`src/inc/wdgt_pkg.sv`:
```
package wdgt_pkg;

  // ****************************************************************
  // register fields and constants
  // ****************************************************************
  localparam int unsigned PRE_W       = 13;
  localparam int unsigned CNT_W       = 8;
  localparam int unsigned MC_DIV      = 12;      // oscillator periods per cycle
  localparam int unsigned TAP_BASE    = 5;       // stage 6 is bit index 5
  localparam logic [3:0]  MC_LAST     = 4'hb;    // last phase of a machine cycle
  localparam logic [7:0]  FEED_FIRST  = 8'ha5;
  localparam logic [7:0]  FEED_SECOND = 8'h5a;
  localparam logic [7:0]  RELOAD_RST  = 8'hff;
  localparam logic [2:0]  TAP_RST     = 3'h7;    // slowest tap
  localparam int unsigned B_MODE      = 0;
  localparam int unsigned B_TOF       = 1;
  localparam int unsigned B_RUN       = 2;
  localparam int unsigned B_TAP_LO    = 5;
  localparam int unsigned B_TAP_HI    = 7;

  // ****************************************************************
  // carriers
  // ****************************************************************
  // one processor write toward the block's registers
  typedef struct packed {
    logic       ctrl_we;
    logic       reload_we;
    logic       feed1_we;
    logic       feed2_we;
    logic [7:0] wdata;
  } wdgt_wr_s;

  // fixed options used when the external access pin is high
  typedef struct packed {
    logic       mode_wd;
    logic [7:0] reload;
    logic [2:0] tap;
  } wdgt_mask_s;

  typedef enum logic [1:0] {
    WDGT_IDLE  = 2'b00,
    WDGT_ARMED = 2'b01
  } wdgt_feed_e;

endpackage : wdgt_pkg

```
`src/wdgt_core.sv`:
```
`timescale 1ns/1ps
`default_nettype none
// Overview of operation
// - 13-bit prescaler steps each machine cycle; a top-eight tap clocks counter.
// - tap field selects divisor 12*64*2^n oscillator periods.
// - each tap clock decrements; watchdog underflow triggers system reset.
// - valid feed loads autoload value into counter and clears prescaler.
// - feed is A5 then 5A by the end of the next instruction; else immediate reset.
// - in timer mode the run bit starts and stops counting.
// - timeout flag set on underflow, cleared by reset or software zero.
// - mode bit one selects watchdog and blocks power-down.
// - watchdog mode leaves only by writing zero then feeding.
// - reset: timer mode, stopped, reload FF, flag clear, slowest tap, autoload.
// - feeds also work in timer mode.
// - reset coinciding with underflow wins; flag ends cleared.
// - watchdog underflow autoloads, sets flag, keeps settings, resets chip.
// - timer underflow autoloads, sets flag, raises timer interrupt instead.
// - interrupt flag clears on service entry or by direct software clear.
// - pin high takes mask options; pin low takes software registers.
// - masked timer mode still uses software reload, tap and run.
// - masked watchdog mode reads back mask mode bit only, ignores mode writes, run ignored.
// - underflow is a decrement clock at zero; reload zero is valid.
module wdgt_core
  import wdgt_pkg::*;
(
  // clock and reset
  input  wire logic        mclk,
  input  wire logic        srst,
  input  wire logic        clk_en,
  // processor write port
  input  wire wdgt_wr_s    wr,
  input  wire logic        instr_done,
  input  wire logic        tof_clr_n,
  input  wire logic        irq_ack,
  input  wire logic        irq_clr,
  // mask options
  input  wire logic        external_access_pin,
  input  wire wdgt_mask_s  mask_opt,
  // status and events
  output logic [7:0]       watchdog_control,
  output logic [7:0]       count_q,
  output logic             sys_reset_req,
  output logic             timer_irq,
  output logic             pd_block
);

  // ****************************************************************
  // state
  // ****************************************************************
  logic [3:0]       osc_ph_q;
  logic [PRE_W-1:0] pre_q;
  logic [CNT_W-1:0] cnt_q;
  logic [7:0]       reload_q;
  logic [2:0]       tap_q;
  logic             run_q;
  logic             tof_q;
  logic             mode_q;
  logic             mode_clr_pend_q;
  logic             irq_q;
  logic             rst_req_q;
  logic             mode_rd_q;
  wdgt_feed_e       feed_q;

  // ****************************************************************
  // effective parameters
  // ****************************************************************
  logic       use_mask;
  logic       eff_mode;
  logic [7:0] eff_reload;
  logic [2:0] eff_tap;
  logic       counting;
  logic       mc_tick;
  logic       tap_tick;
  logic       underflow;
  logic       feed_ok;
  logic       feed_bad;
  logic [PRE_W-1:0] tap_mask;

  // mask mode applies whenever the pin is high; mask reload and tap only under the watchdog-mode mask; timer mode keeps sw
  always_comb begin
    use_mask   = external_access_pin;
    eff_mode   = use_mask ? mask_opt.mode_wd : mode_q;
    eff_reload = (use_mask && mask_opt.mode_wd) ? mask_opt.reload
                                                : reload_q;
    eff_tap    = (use_mask && mask_opt.mode_wd) ? mask_opt.tap
                                                : tap_q;
    counting   = eff_mode ? (use_mask ? 1'b1 : run_q)
                          : run_q;
  end

  // ****************************************************************
  // prescaler and feed detection
  // ****************************************************************
  // machine cycle ends on the twelfth oscillator phase
  assign mc_tick = (osc_ph_q == MC_LAST);
  // a 1-to-0 edge of the chosen stage marks one tap period: the stage and
  // all below it read ones on the machine cycle that carries over
  assign tap_mask = ((PRE_W)'(1) << (TAP_BASE + 32'(eff_tap) + 1)) -
                    (PRE_W)'(1);
  assign tap_tick = mc_tick && counting &&
                    ((pre_q & tap_mask) == tap_mask);
  assign underflow = tap_tick && (cnt_q == '0);
  assign feed_ok   = (feed_q == WDGT_ARMED) && wr.feed2_we &&
                     (wr.wdata == FEED_SECOND);
  // anything but the second write on the next instruction aborts
  assign feed_bad  = (feed_q == WDGT_ARMED) && instr_done && !feed_ok;

  // oscillator phase counter, divide by twelve
  always_ff @(posedge mclk) begin
    if (srst) begin
      osc_ph_q <= '0;
    end else if (clk_en) begin
      osc_ph_q <= mc_tick ? 4'h0 : osc_ph_q + 4'h1;
    end
  end

  // prescaler counts machine cycles, cleared by feed or autoload
  always_ff @(posedge mclk) begin
    if (srst) begin
      pre_q <= '0;
    end else if (clk_en) begin
      if (feed_ok || underflow) begin
        pre_q <= '0;
      end else if (mc_tick && counting) begin
        pre_q <= pre_q + (PRE_W)'(1);
      end
    end
  end

  // feed sequencer
  always_ff @(posedge mclk) begin
    if (srst) begin
      feed_q <= WDGT_IDLE;
    end else if (clk_en) begin
      unique case (feed_q)
        WDGT_IDLE: begin
          if (wr.feed1_we && wr.wdata == FEED_FIRST) begin
            feed_q <= WDGT_ARMED;
          end
        end
        WDGT_ARMED: begin
          if (instr_done) begin
            feed_q <= WDGT_IDLE;
          end
        end
        default: feed_q <= WDGT_IDLE;
      endcase
    end
  end

  // ****************************************************************
  // main counter
  // ****************************************************************
  always_ff @(posedge mclk) begin
    if (srst) begin
      cnt_q <= RELOAD_RST;
    end else if (clk_en) begin
      if (feed_ok || underflow) begin
        cnt_q <= eff_reload;
      end else if (tap_tick) begin
        cnt_q <= cnt_q - 8'h01;
      end
    end
  end

  // ****************************************************************
  // control register fields
  // ****************************************************************
  always_ff @(posedge mclk) begin
    if (srst) begin
      reload_q <= RELOAD_RST;
      tap_q    <= TAP_RST;
      run_q    <= 1'b0;
    end else if (clk_en) begin
      if (wr.reload_we) begin
        reload_q <= wr.wdata;
      end
      if (wr.ctrl_we) begin
        tap_q <= wr.wdata[B_TAP_HI:B_TAP_LO];
        run_q <= wr.wdata[B_RUN];
      end
    end
  end

  // mode: set by write, cleared only by write of zero followed by feed
  always_ff @(posedge mclk) begin
    if (srst) begin
      mode_q          <= 1'b0;
      mode_clr_pend_q <= 1'b0;
    end else if (clk_en) begin
      if (wr.ctrl_we && !(use_mask && mask_opt.mode_wd)) begin
        if (wr.wdata[B_MODE]) begin
          mode_q          <= 1'b1;
          mode_clr_pend_q <= 1'b0;
        end else if (mode_q) begin
          mode_clr_pend_q <= 1'b1;
        end
      end else if (feed_ok && mode_clr_pend_q) begin
        mode_q          <= 1'b0;
        mode_clr_pend_q <= 1'b0;
      end
    end
  end

  // timeout flag; hardware set beats software clear
  always_ff @(posedge mclk) begin
    if (srst) begin
      tof_q <= 1'b0;
    end else if (clk_en) begin
      if (underflow) begin
        tof_q <= 1'b1;
      end else if (wr.ctrl_we && !wr.wdata[B_TOF] && !tof_clr_n) begin
        tof_q <= 1'b0;
      end else if (wr.ctrl_we && !wr.wdata[B_TOF]) begin
        tof_q <= 1'b0;
      end
    end
  end

  // timer interrupt flag, untouched by watchdog-mode underflow
  always_ff @(posedge mclk) begin
    if (srst) begin
      irq_q <= 1'b0;
    end else if (clk_en) begin
      if (underflow && !eff_mode) begin
        irq_q <= 1'b1;
      end else if (irq_ack || irq_clr) begin
        irq_q <= 1'b0;
      end
    end
  end

  // system reset request: watchdog underflow or broken feed pair
  always_ff @(posedge mclk) begin
    if (srst) begin
      rst_req_q <= 1'b0;
    end else if (clk_en) begin
      rst_req_q <= (underflow && eff_mode) || feed_bad;
    end
  end

  // effective mode copied into a flop so readback and power-down block
  // come from registers; they trail a pin or mode change by one cycle
  always_ff @(posedge mclk) begin
    if (srst) begin
      mode_rd_q <= 1'b0;
    end else if (clk_en) begin
      mode_rd_q <= eff_mode;
    end
  end

  // ****************************************************************
  // outputs, all registered
  // ****************************************************************
  assign watchdog_control = {tap_q, 2'b00, run_q, tof_q, mode_rd_q};
  assign count_q          = cnt_q;
  assign sys_reset_req    = rst_req_q;
  assign timer_irq        = irq_q;
  assign pd_block         = mode_rd_q;

  // ****************************************************************
  // checks
  // ****************************************************************
  a_feed_loads: assert property (@(posedge mclk) disable iff (srst)
    clk_en && feed_ok |=> cnt_q == $past(eff_reload) && pre_q == '0)
    else $error("feed did not reload counter");
  a_bad_feed_rst: assert property (@(posedge mclk) disable iff (srst)
    clk_en && feed_bad |=> sys_reset_req)
    else $error("broken feed pair gave no reset");
  a_wd_uf_rst: assert property (@(posedge mclk) disable iff (srst)
    clk_en && underflow && eff_mode |=> sys_reset_req && tof_q &&
    (!irq_q || $past(irq_q)))
    else $error("watchdog underflow gave no reset");
  a_tmr_uf_irq: assert property (@(posedge mclk) disable iff (srst)
    clk_en && underflow && !eff_mode |=>
    timer_irq && sys_reset_req == $past(feed_bad))
    else $error("timer underflow gave no interrupt");
  a_tof_set: assert property (@(posedge mclk) disable iff (srst)
    clk_en && underflow |=> tof_q)
    else $error("timeout flag not set");
  a_stop_hold: assert property (@(posedge mclk) disable iff (srst)
    !counting && !feed_ok |=> $stable(cnt_q))
    else $error("stopped counter changed");
  a_pd_block: assert property (@(posedge mclk) disable iff (srst)
    clk_en && eff_mode |=> pd_block)
    else $error("power-down not blocked");
  a_mode_sticky: assert property (@(posedge mclk) disable iff (srst)
    clk_en && mode_q && !feed_ok |=> mode_q)
    else $error("watchdog mode left without feed");
  a_uf_reload: assert property (@(posedge mclk) disable iff (srst)
    clk_en && underflow |=> cnt_q == $past(eff_reload))
    else $error("underflow did not autoload counter");
  a_irq_clear: assert property (@(posedge mclk) disable iff (srst)
    clk_en && (irq_ack || irq_clr) && !underflow |=> !timer_irq)
    else $error("interrupt flag not cleared");
  a_freeze_hold: assert property (@(posedge mclk) disable iff (srst)
    !clk_en |=> $stable(cnt_q) && $stable(pre_q) && $stable(tof_q))
    else $error("state moved while clock enable low");
  c_feed: cover property (@(posedge mclk) feed_ok);
  c_bad_feed: cover property (@(posedge mclk) feed_bad);
  c_mode_leave: cover property (@(posedge mclk) feed_ok && mode_clr_pend_q);
  c_wd_uf: cover property (@(posedge mclk) underflow && eff_mode);
  c_tmr_uf: cover property (@(posedge mclk) underflow && !eff_mode);

endmodule : wdgt_core
`default_nettype wire

```
`config.mk`:
```
export PLATFORM = sky130hd
export DESIGN_NAME = wdgt_core
export DESIGN_NICKNAME = d
export VERILOG_FILES = /design/src/inc/wdgt_pkg.sv /design/src/wdgt_core.sv
export SDC_FILE = /design/constraint.sdc
export NUM_CORES = 1
export LEC_CHECK = 0
export ABC_AREA = 1
export BUFFER_PORTS_ARGS = -buffer_cell sky130_fd_sc_hd__clkbuf_2
export CORE_UTILIZATION = 55
export DETAILED_ROUTE_END_ITERATION = 8
export PLACE_DENSITY = 0.78
export SLEW_MARGIN = 20
export SYNTH_ARGS = -nofsm -noshare
export SYNTH_HDL_FRONTEND = slang
export SYNTH_SLANG_ARGS = --single-unit
```
`constraint.sdc`:
```
create_clock -name mclk -period 2.27 [get_ports mclk]
set_clock_uncertainty 0.1 [all_clocks]
set_input_delay 0.1135 -clock mclk [delete_from_list [all_inputs] [get_ports mclk]]
set_output_delay 0.1135 -clock mclk [all_outputs]
set_load 0.01 [all_outputs]
```
==> flow_metrics.py, run 1 <==
metrics = {
    "sta": {
        "finalCriticalPeriod_ns": 2.15,
        "hold_viol": 0,
        "rsz0062_at_grt": "yes",
        "setup_viol": 0,
        "fin_crit_sh_pct": 94.6,
        "slew_viol_final": 0,
        "fmax_mhz": 466,
        "setup_slack_ns": 0.122,
    },
    "route": {
        "dr.pass1.iters": 4,
        "via_count": 2703,
        "initialDrtViolationCount": 171,
        "drc": 0,
        "drt-total-wl_um": 6550,
        "avgRoutedWirePerCell_um": 12.7,
        "final_antenna_net_count": 0,
        "vias_per_cell": 5.23,
    },
    "global_route": {
        "grt_max_degree": 17,
        "antenna_found_initial": 0,
        "track_usage_pct": 27.4,
        "grt_pass1_wl_um": 11100,
        "grt.overflow.total": 0,
        "grt_pass1_vias": 2572,
    },
    "critical_path": {
        "crit_fanout": 7,
        "path_class": "reg -> reg",
        "crit_arrival_ns": 2.23,
        "required_ns": 2.35,
        "startpoint_type": "register",
        "reg2reg_slack_ns": 0.12,
        "reg2reg_depth": 15,
        "end_kind": "register",
    },
    "synthesis": {
        "synth_edf_count": 0,
        "synth_top_area_share_pct": 32.8,
        "synth_seq_area_share_pct": 32.8,
        "synthArstFlopShare_pct": 0,
        "ys.flop_type": "dfxtp_1",
        "synth.avg_cell_area_um2": 6.88,
        "yosys_warnings": 0,
        "yosysMostFrequentCell": "nand2_1",
        "syn_inst": 390,
        "ys_top_cells_by_area": "dfxtp_1, nand2_1, inv_1",
        "synth_cell_types": 38,
        "synth_area_um2": 2690,
        "ys_ff_latch": 44,
        "synth_area_leader_cell": "dfxtp_1",
        "synth_common_cells": "nand2_1, inv_1, dfxtp_1",
    },
    "clocking": {
        "cts_tree": "built",
        "cts-root-buf": "clkbuf_8",
        "clock-sinks": 44,
        "ctsHoldBuffers": 0,
        "numCtsBuffers": 5,
        "cts-htree-levels": 2,
        "clk_latency_ns": 0.30,
        "cts_max_path_buffers": 2,
        "cts.clk_slew.worst_paths_ns": 0.08,
    },
    "power_and_ir_drop": {
        "p_leak_nw": 1.53,
        "peakVddDrop_mv": 0.468,
        "powerDensity_nw_per_um2": 473,
    },
    "layout": {
        "nets": 486,
        "fin_util_pct": 69.3,
        "multiInputGateArea_um2": 1630,
        "areaGrowthSynthToFinish_pct": 21.9,
        "drive_gt1_share_pct": 24.7,
        "fillers": 395,
        "diodes": 0,
        "seq_area_um2": 883,
    },
    "die": {
        "row_count": 25,
        "dieHeight_um": 71.9,
        "ios": 51,
        "die_w_um": 71.9,
        "initial_core_util_pct": 56.8,
        "die_area_um2": 5170,
        "core-area_um2": 4720,
    },
    "run": {
        "maxCapViolCount": 0,
    },
    "worst_hold_path": {
        "whs_path_depth": 4,
        "hp-class": "in -> reg",
    },
    "placement": {
        "gp_congestion": 0.865,
        "io_buffers": 47,
        "place_ws_ns": -0.0240,
        "post-dp-hpwl_um": 4920,
    },
    "outcome": {
        "status": "finished clean",
    },
}
-- cell type report --
class / count / share of cell area, %
clock inverters: 2 / 0.306
flip-flops and latches: 44 / 27.0
inverters: 57 / 6.61
repair buffers: 62 / 11.4
well taps: 67 / 2.56
clock buffers: 6 / 2.52
multi-input cells: 279 / 49.7
-- repair_timing --
item | CTS | global route
pin swaps | 4 | 14
buffers inserted | 2 | 2
setup endpoints to repair | 8 | 24
resized for setup | 3 | 24
-- power breakdown --
group / switching [W] / internal, W
registers: 0.0000126 / 0.000792
logic: 0.000141 / 0.0000913
clock network: 0.000267 / 0.000243
-- critical path, cell delays in order, from the launching register on --
cell and delay [ns]:
dfxtp_2 0.35, nand2_2 0.06, o21ai_4 0.07, inv_2 0.07, ha_4 0.28, nor2_4 0.04
nand2_2 0.06, nand3_2 0.08, nor2_4 0.10, nand3_2 0.09, nor2_4 0.16, nand3_4 0.12
nand2_4 0.11, inv_4 0.04, o21ai_4 0.23, nor2_1 0.06
-- metrics by stage --
step	instances	hold WS [ns]	cell area, um2	setup TNS, ns	power (W)
floorplan	391	0.0920	2690	0	0.000949
global placement	505	0.317	3040	0	0.00102
detailed placement	505	0.320	3040	-0.0937	0.00103
CTS	515	0.000490	3170	0	0.00154
global route	517	0.0346	3270	-0.0182	0.00161
finish	517	0.00650	3270	0	0.00155
-- sequential cells by signal, indices dropped and copies added (netlist names), 3 cells and up --
signal    cells
pre_q        13
reload_q      8
osc_ph_q      4
tap_q         3
count_q       8
-- metal layers --
layer	vias up	part of all wire [%]	global-route usage (%)
met5	-	0	0
met4	0	1.2	10.0
met3	7	4.5	4.92
met2	74	48	46.8
met1	1237	46	34.6
li1	1385	-	-
-- cells in the final DEF (no fill, tap or decap), drive strengths merged, types with 2 or more instances in the layout --
cell,synthesis,layout
nand2,105,105
o21ai,13,13
xor2,12,12
clkinv,0,2
ha,5,5
buf,6,15
mux2i,5,5
inv,57,57
clkbuf,5,53
nand3,32,32
o211ai,11,11
nor2,36,36
conb,1,2
nor3,9,9
dfxtp,44,44
a21oi,18,18
xnor2,6,6
nand4,13,13
nor4,5,5
nand3b,2,2
-- cell families (layout without fill, tap and decap cells) --
kind of cell,Yosys count,after routing,share of synthesized area [%]
buffers and inverters,68,127,10.3
xor gates and xnor gates,18,18,5.87
muxes,5,5,1.86
adders and majority gates,5,5,2.33
AOI/OAI and AO/OA,45,45,10.5
other,1,2,0.140
and+or+nand+nor,204,204,36.1
DFF,44,44,32.8
-- worst paths after layout --
check                                         endpoint              startpoint
worst max-delay path             pre_q[3]$_SDFFE_PP0P_   tap_q[2]$_SDFFE_PP1P_
worst min-delay path            timer_irq$_SDFFE_PP0P_                 irq_ack
worst max register to register   pre_q[3]$_SDFFE_PP0P_   tap_q[2]$_SDFFE_PP1P_
worst min register to register  timer_irq$_SDFFE_PP0P_  timer_irq$_SDFFE_PP0P_
Note: power is estimated with default switching activity, not from simulation.
==> run 2: changes to the inputs <==
Settings changed: CORE_UTILIZATION 55 to 50, PLACE_DENSITY 0.78 to 0.75.
Clock period 2.27 ns to 1.84 ns, I/O delays scaled along.
==> run 2 against run 1 <==
  * The run now ends with setup timing left
  * Non-clock buffer count grew 25
  * Sequential share of layout area shrank 1.4 points
  * Setup slack lost 0.40 ns
  * Critical path depth is the same
==> flow_metrics.py, run 2 (synthesis results as in run 1) <==
metrics = {
    "global_route": {
        "grt_pass1_vias": 2443,
        "grt.overflow.total": 0,
        "grt_pass1_wl_um": 11100,
        "antenna_found_initial": 0,
        "track_usage_pct": 26.0,
        "grt_max_degree": 17,
    },
    "route": {
        "drt-total-wl_um": 7110,
        "avgRoutedWirePerCell_um": 13.0,
        "vias_per_cell": 5.17,
        "final_antenna_net_count": 0,
        "initialDrtViolationCount": 248,
        "drc": 0,
        "dr.pass1.iters": 5,
        "via_count": 2817,
    },
    "clocking": {
        "cts-root-buf": "clkbuf_8",
        "cts.clk_slew.worst_paths_ns": 0.08,
        "numCtsBuffers": 5,
        "clock-sinks": 44,
        "clk_latency_ns": 0.29,
        "cts-htree-levels": 2,
        "cts_tree": "built",
        "cts_max_path_buffers": 2,
    },
    "critical_path": {
        "crit_arrival_ns": 2.25,
        "worstPathCellList": "nand2_2 -> o21ai_2 -> inv_2 -> ha_4 -> nor2_4 -> nand2_2 -> nand3_2 -> nor2_4 -> nand2_1 -> nor2_2 -> nand3_2 -> a21oi_4 -> buf_4 -> nand3_2 -> nand3_1",
        "startpoint_type": "register",
        "path_common_cell": "nand3_2",
        "required_ns": 1.97,
        "r2r-start": "tap_q[2]$_SDFFE_PP1P_",
        "end_kind": "register",
        "slowest_stage": "dfxtp_2",
        "crit_start": "tap_q[2]$_SDFFE_PP1P_",
        "crit_fanout": 7,
        "path_class": "reg -> reg",
        "cpPeakStageDelay_ns": 0.34,
    },
    "placement": {
        "dp_cells": 530,
        "post-dp-hpwl_um": 5330,
        "gp_congestion": 0.907,
        "dpl-instance-area_um2": 3230,
        "io_buffers": 47,
    },
    "die": {
        "ios": 51,
        "core-area_um2": 5140,
        "dieHeight_um": 75.3,
        "die_area_um2": 5670,
        "die_w_um": 75.3,
        "initial_core_util_pct": 52.2,
        "row_count": 26,
    },
    "layout": {
        "diodes": 0,
        "seq_area_um2": 883,
        "stdcell_count": 545,
        "multiInputGateArea_um2": 1630,
        "design_area_um2": 3450,
        "fillers": 475,
        "regMostFlops": "pre_q",
        "areaGrowthSynthToFinish_pct": 28.4,
        "mostFrequentLayoutCells": "nand2_1, inv_1, clkbuf_2",
        "layout_commonest_cell": "nand2_1",
        "largest_reg_flops": 13,
        "drive_gt1_share_pct": 29.1,
        "nets": 511,
    },
    "worst_hold_path": {
        "worstHoldStart": "wr[3]",
        "hp-class": "in -> reg",
    },
    "sta": {
        "setup_viol": 24,
        "hold_ws_ns": 0.00941,
        "finalCriticalPeriod_ns": 2.12,
        "slew_viol_final": 0,
        "setup_slack_ns": -0.277,
        "hold_viol": 0,
        "rsz0062_at_grt": "yes",
        "fin_crit_sh_pct": 115,
        "fmax_mhz": 472,
        "totalNegativeSetupSlack_ns": -4.82,
    },
    "power_and_ir_drop": {
        "finalPower_w": 0.00189,
        "peakVddDrop_mv": 0.390,
        "powerDensity_nw_per_um2": 550,
        "p_leak_nw": 1.63,
    },
    "outcome": {
        "status": "finished, violations left",
        "violations": "setup timing",
    },
    "run": {
        "maxCapViolCount": 0,
    },
}
## run 2: what timing repair did
item                                   in CTS  in global routing
hold buffers                                1                  0
buffers inserted                            4                  2
endpoints found under the hold margin       1                  0
pin swaps                                   5                  8
resized for setup                           2                 20
setup endpoints to repair                  24                 26
gates cloned                                0                  0
## run 2: final timing paths
check	end	slack, ns	cells past startpoint
worst min-delay path	feed_q[0]$_SDFFE_PP0P_	0.009	4
worst min register to register	timer_irq$_SDFFE_PP0P_	0.38	2
worst max register to register	count_q[2]$_SDFFE_PP1P_	-0.28	15
worst max-delay path	count_q[2]$_SDFFE_PP1P_	-0.28	15
## run 2: cell type report
| cell class | count | share of cell area [%] |
|---|---|---|
| Clock buffer | 7 | 2.21 |
| Sequential cell | 44 | 25.6 |
| Inverter | 57 | 6.28 |
| Clock inverter | 1 | 0.254 |
| Multi-Input combinational cell | 279 | 47.3 |
| Timing Repair Buffer | 87 | 15.8 |
| Tap cell | 70 | 2.54 |
## run 2: power breakdown
| part | leakage [nW] | internal [W] | switching (W) | total, W |
|---|---|---|---|---|
| sequential | 0.358 | 0.000977 | 0.0000142 | 0.000991 |
| clock | 0.0424 | 0.000271 | 0.000323 | 0.000595 |
| combinational | 1.23 | 0.000127 | 0.000181 | 0.000309 |
## run 2: critical path, delay by kind of cell, from the launching register on
family	cells	cell delay (ns)
and+or+nand+nor	10	0.73
buffers and inverters	2	0.23
adders and majority gates	1	0.29
DFF	1	0.34
AOI/OAI and AO/OA	2	0.35
## run 2: metrics by stage
step / utilization [%] / setup WS [ns]
2_1_floorplan: - / -0.183
3_3_place_gp: 62.8 / -0.202
3_5_place_dp: 62.8 / -0.269
4_1_cts: 65.3 / -0.209
5_1_grt: 67.1 / -0.421
6_report: 67.1 / -0.277
## run 2: layer usage
metal / track usage [%] / vias up / routed length, um
met4: 7.41 / 0 / 122
met3: 4.15 / 14 / 409
li1: - / 1430 / -
met5: 0 / - / 0
met2: 44.8 / 95 / 3460
met1: 33.7 / 1278 / 3120
==> run 3: changes to the inputs <==
Settings changed: CORE_UTILIZATION 50 to 38, PLACE_DENSITY 0.75 to 0.6.
==> run 3 against run 2 <==
  * Sequential share of layout area down 1.2 points
  * Die area up 31%
  * Critical endpoint is now pre_q[8]$_SDFFE_PP0P_
  * Sequential cell count unchanged
  * Clock-buffer cell count up 1
  * Non-clock buffer count up 2
  * Hold slack better by 0.0044 ns
  * Global-route usage down 6.0 points
  * First-iteration DRC count down 66%
  * Highest routed layer unchanged
  * Largest cell class unchanged
  * Sequential power about the same
  * The flow still finishes with violations (setup timing)
  * Critical path type unchanged
==> flow_metrics.py, run 3 (synthesis results as in run 1) <==
metrics = {
    "global_route": {
        "grt_max_degree": 17,
        "grt_pass1_wl_um": 11600,
        "grt_pass1_vias": 2562,
        "grt.overflow.total": 0,
        "track_usage_pct": 20.0,
        "antenna_found_initial": 0,
    },
    "route": {
        "via_count": 2798,
        "final_antenna_net_count": 0,
        "avgRoutedWirePerCell_um": 12.5,
        "dr.pass1.iters": 4,
        "drc": 0,
        "vias_per_cell": 4.88,
        "drt-total-wl_um": 7130,
        "initialDrtViolationCount": 85,
    },
    "placement": {
        "post-dp-hpwl_um": 5500,
        "gp_congestion": 0.828,
        "place_ws_ns": -0.316,
        "io_buffers": 47,
    },
    "clocking": {
        "numCtsBuffers": 5,
        "cts_tree": "built",
        "cts-root-buf": "clkbuf_8",
        "clk_latency_ns": 0.29,
        "clock-sinks": 44,
        "cts_max_path_buffers": 2,
        "cts.clk_slew.worst_paths_ns": 0.08,
        "cts-htree-levels": 2,
    },
    "critical_path": {
        "crit_fanout": 7,
        "path_class": "reg -> reg",
        "worstPathCellList": "nand2_2 -> o21ai_2 -> inv_2 -> ha_4 -> nor2_2 -> nand2_1 -> nand3_2 -> nor2_4 -> nand3_2 -> nor2_4 -> nand3_4 -> nand2_4 -> inv_4 -> o21ai_4 -> nor2_1",
        "startpoint_type": "register",
        "required_ns": 1.93,
        "slowest_stage": "dfxtp_2",
        "crit_arrival_ns": 2.14,
        "end_kind": "register",
        "cpPeakStageDelay_ns": 0.34,
    },
    "layout": {
        "nets": 513,
        "layout_commonest_cell": "nand2_1",
        "drive_gt1_share_pct": 32.3,
        "diodes": 0,
        "fin_util_pct": 53.1,
        "largest_reg_flops": 13,
        "regMostFlops": "pre_q",
        "areaGrowthSynthToFinish_pct": 34.5,
        "seq_area_um2": 883,
        "multiInputGateArea_um2": 1730,
        "fillers": 671,
        "mostFrequentLayoutCells": "nand2_1, inv_1, clkbuf_2",
    },
    "sta": {
        "rsz0062_at_grt": "yes",
        "hold_viol": 0,
        "fin_crit_sh_pct": 112,
        "setup_viol": 24,
        "tightest_slew_ns": 0.580,
        "finalCriticalPeriod_ns": 2.06,
        "max_slew_margin_pct": 61.0,
        "totalNegativeSetupSlack_ns": -3.85,
        "setup_slack_ns": -0.219,
        "slew_viol_final": 0,
        "fmax_mhz": 486,
        "hold_ws_ns": 0.0138,
    },
    "power_and_ir_drop": {
        "finalPower_w": 0.00194,
        "powerDensity_nw_per_um2": 538,
        "p_leak_nw": 1.71,
        "peakVddDrop_mv": 0.289,
    },
    "die": {
        "initial_core_util_pct": 39.5,
        "core-area_um2": 6790,
        "ios": 51,
        "row_count": 30,
        "dieHeight_um": 86.1,
        "die_w_um": 86.1,
        "die_area_um2": 7410,
    },
    "outcome": {
        "violations": "setup timing",
        "status": "finished, violations left",
    },
    "worst_hold_path": {
        "hp-class": "in -> reg",
    },
    "run": {
        "maxCapViolCount": 0,
    },
}
==> run 3: cell count changes in the layout (fill, tap and decap cells not counted), moves of 3 or more <==
| cell | change |
|---|---|
| nand2_4 | +6 |
| nand3_1 | -6 |
| nand2_1 | -5 |
| nand3_4 | +3 |
| nand3_2 | +3 |
==> run 3: per-stage QoR <==
step	cells	instance area [um2]
final	573	3610
after global placement	557	3280
after CTS	569	3480
after global routing	573	3610
after floorplan	391	2720
after detailed placement	557	3280
==> run 3: where the power goes <==
group	total, W	internal (W)	switching, W
clock	0.000635	0.000307	0.000328
sequential	0.000991	0.000977	0.0000141
combinational	0.000319	0.000127	0.000192
==> run 3: what timing repair did <==
| item | CTS | global route |
|---|---|---|
| endpoints found under the setup margin | 24 | 26 |
| gates resized for setup | 21 | 24 |
| buffers inserted | 2 | 4 |
| endpoints found under the hold margin | 2 | 0 |
| pin swaps | 2 | 7 |
| hold buffers | 2 | 0 |
==> run 3: cell type report <==
| class | instances | share of cell area (%) |
|---|---|---|
| sequential | 44 | 24.5 |
| multi-input combinational | 279 | 47.8 |
| clock buffer | 8 | 2.49 |
| tap | 96 | 3.33 |
| timing repair buffer | 89 | 15.9 |
| inverter | 57 | 5.99 |
==> run 3: per-layer routing <==
metal / vias to the layer above / routed length [um] / track usage (%)
met5: - / 0 / 0
met3: 7 / 290 / 3.46
li1: 1435 / - / -
met4: 0 / 83 / 5.00
met1: 1289 / 3460 / 26.2
met2: 67 / 3300 / 34.1
==> run 3: final timing paths <==
kind,startpoint,endpoint,slack (ns),cells after the start
worst max-delay path,tap_q[2]$_SDFFE_PP1P_,pre_q[8]$_SDFFE_PP0P_,-0.22,15
worst min-delay path,wr[1],tof_q$_SDFFE_PP0P_,0.01,3
worst max register to register,tap_q[2]$_SDFFE_PP1P_,pre_q[8]$_SDFFE_PP0P_,-0.22,15
worst min register to register,timer_irq$_SDFFE_PP0P_,timer_irq$_SDFFE_PP0P_,0.38,2
==> run 3: critical path: cells and delay by family, from the launching register on <==
family / cells / cell delay (ns)
AND/OR/NAND/NOR: 10 / 0.85
adder cells (fa/ha/maj): 1 / 0.27
AO/OA/AOI/OAI: 2 / 0.28
flip-flops: 1 / 0.34
buffers and inverters: 2 / 0.11
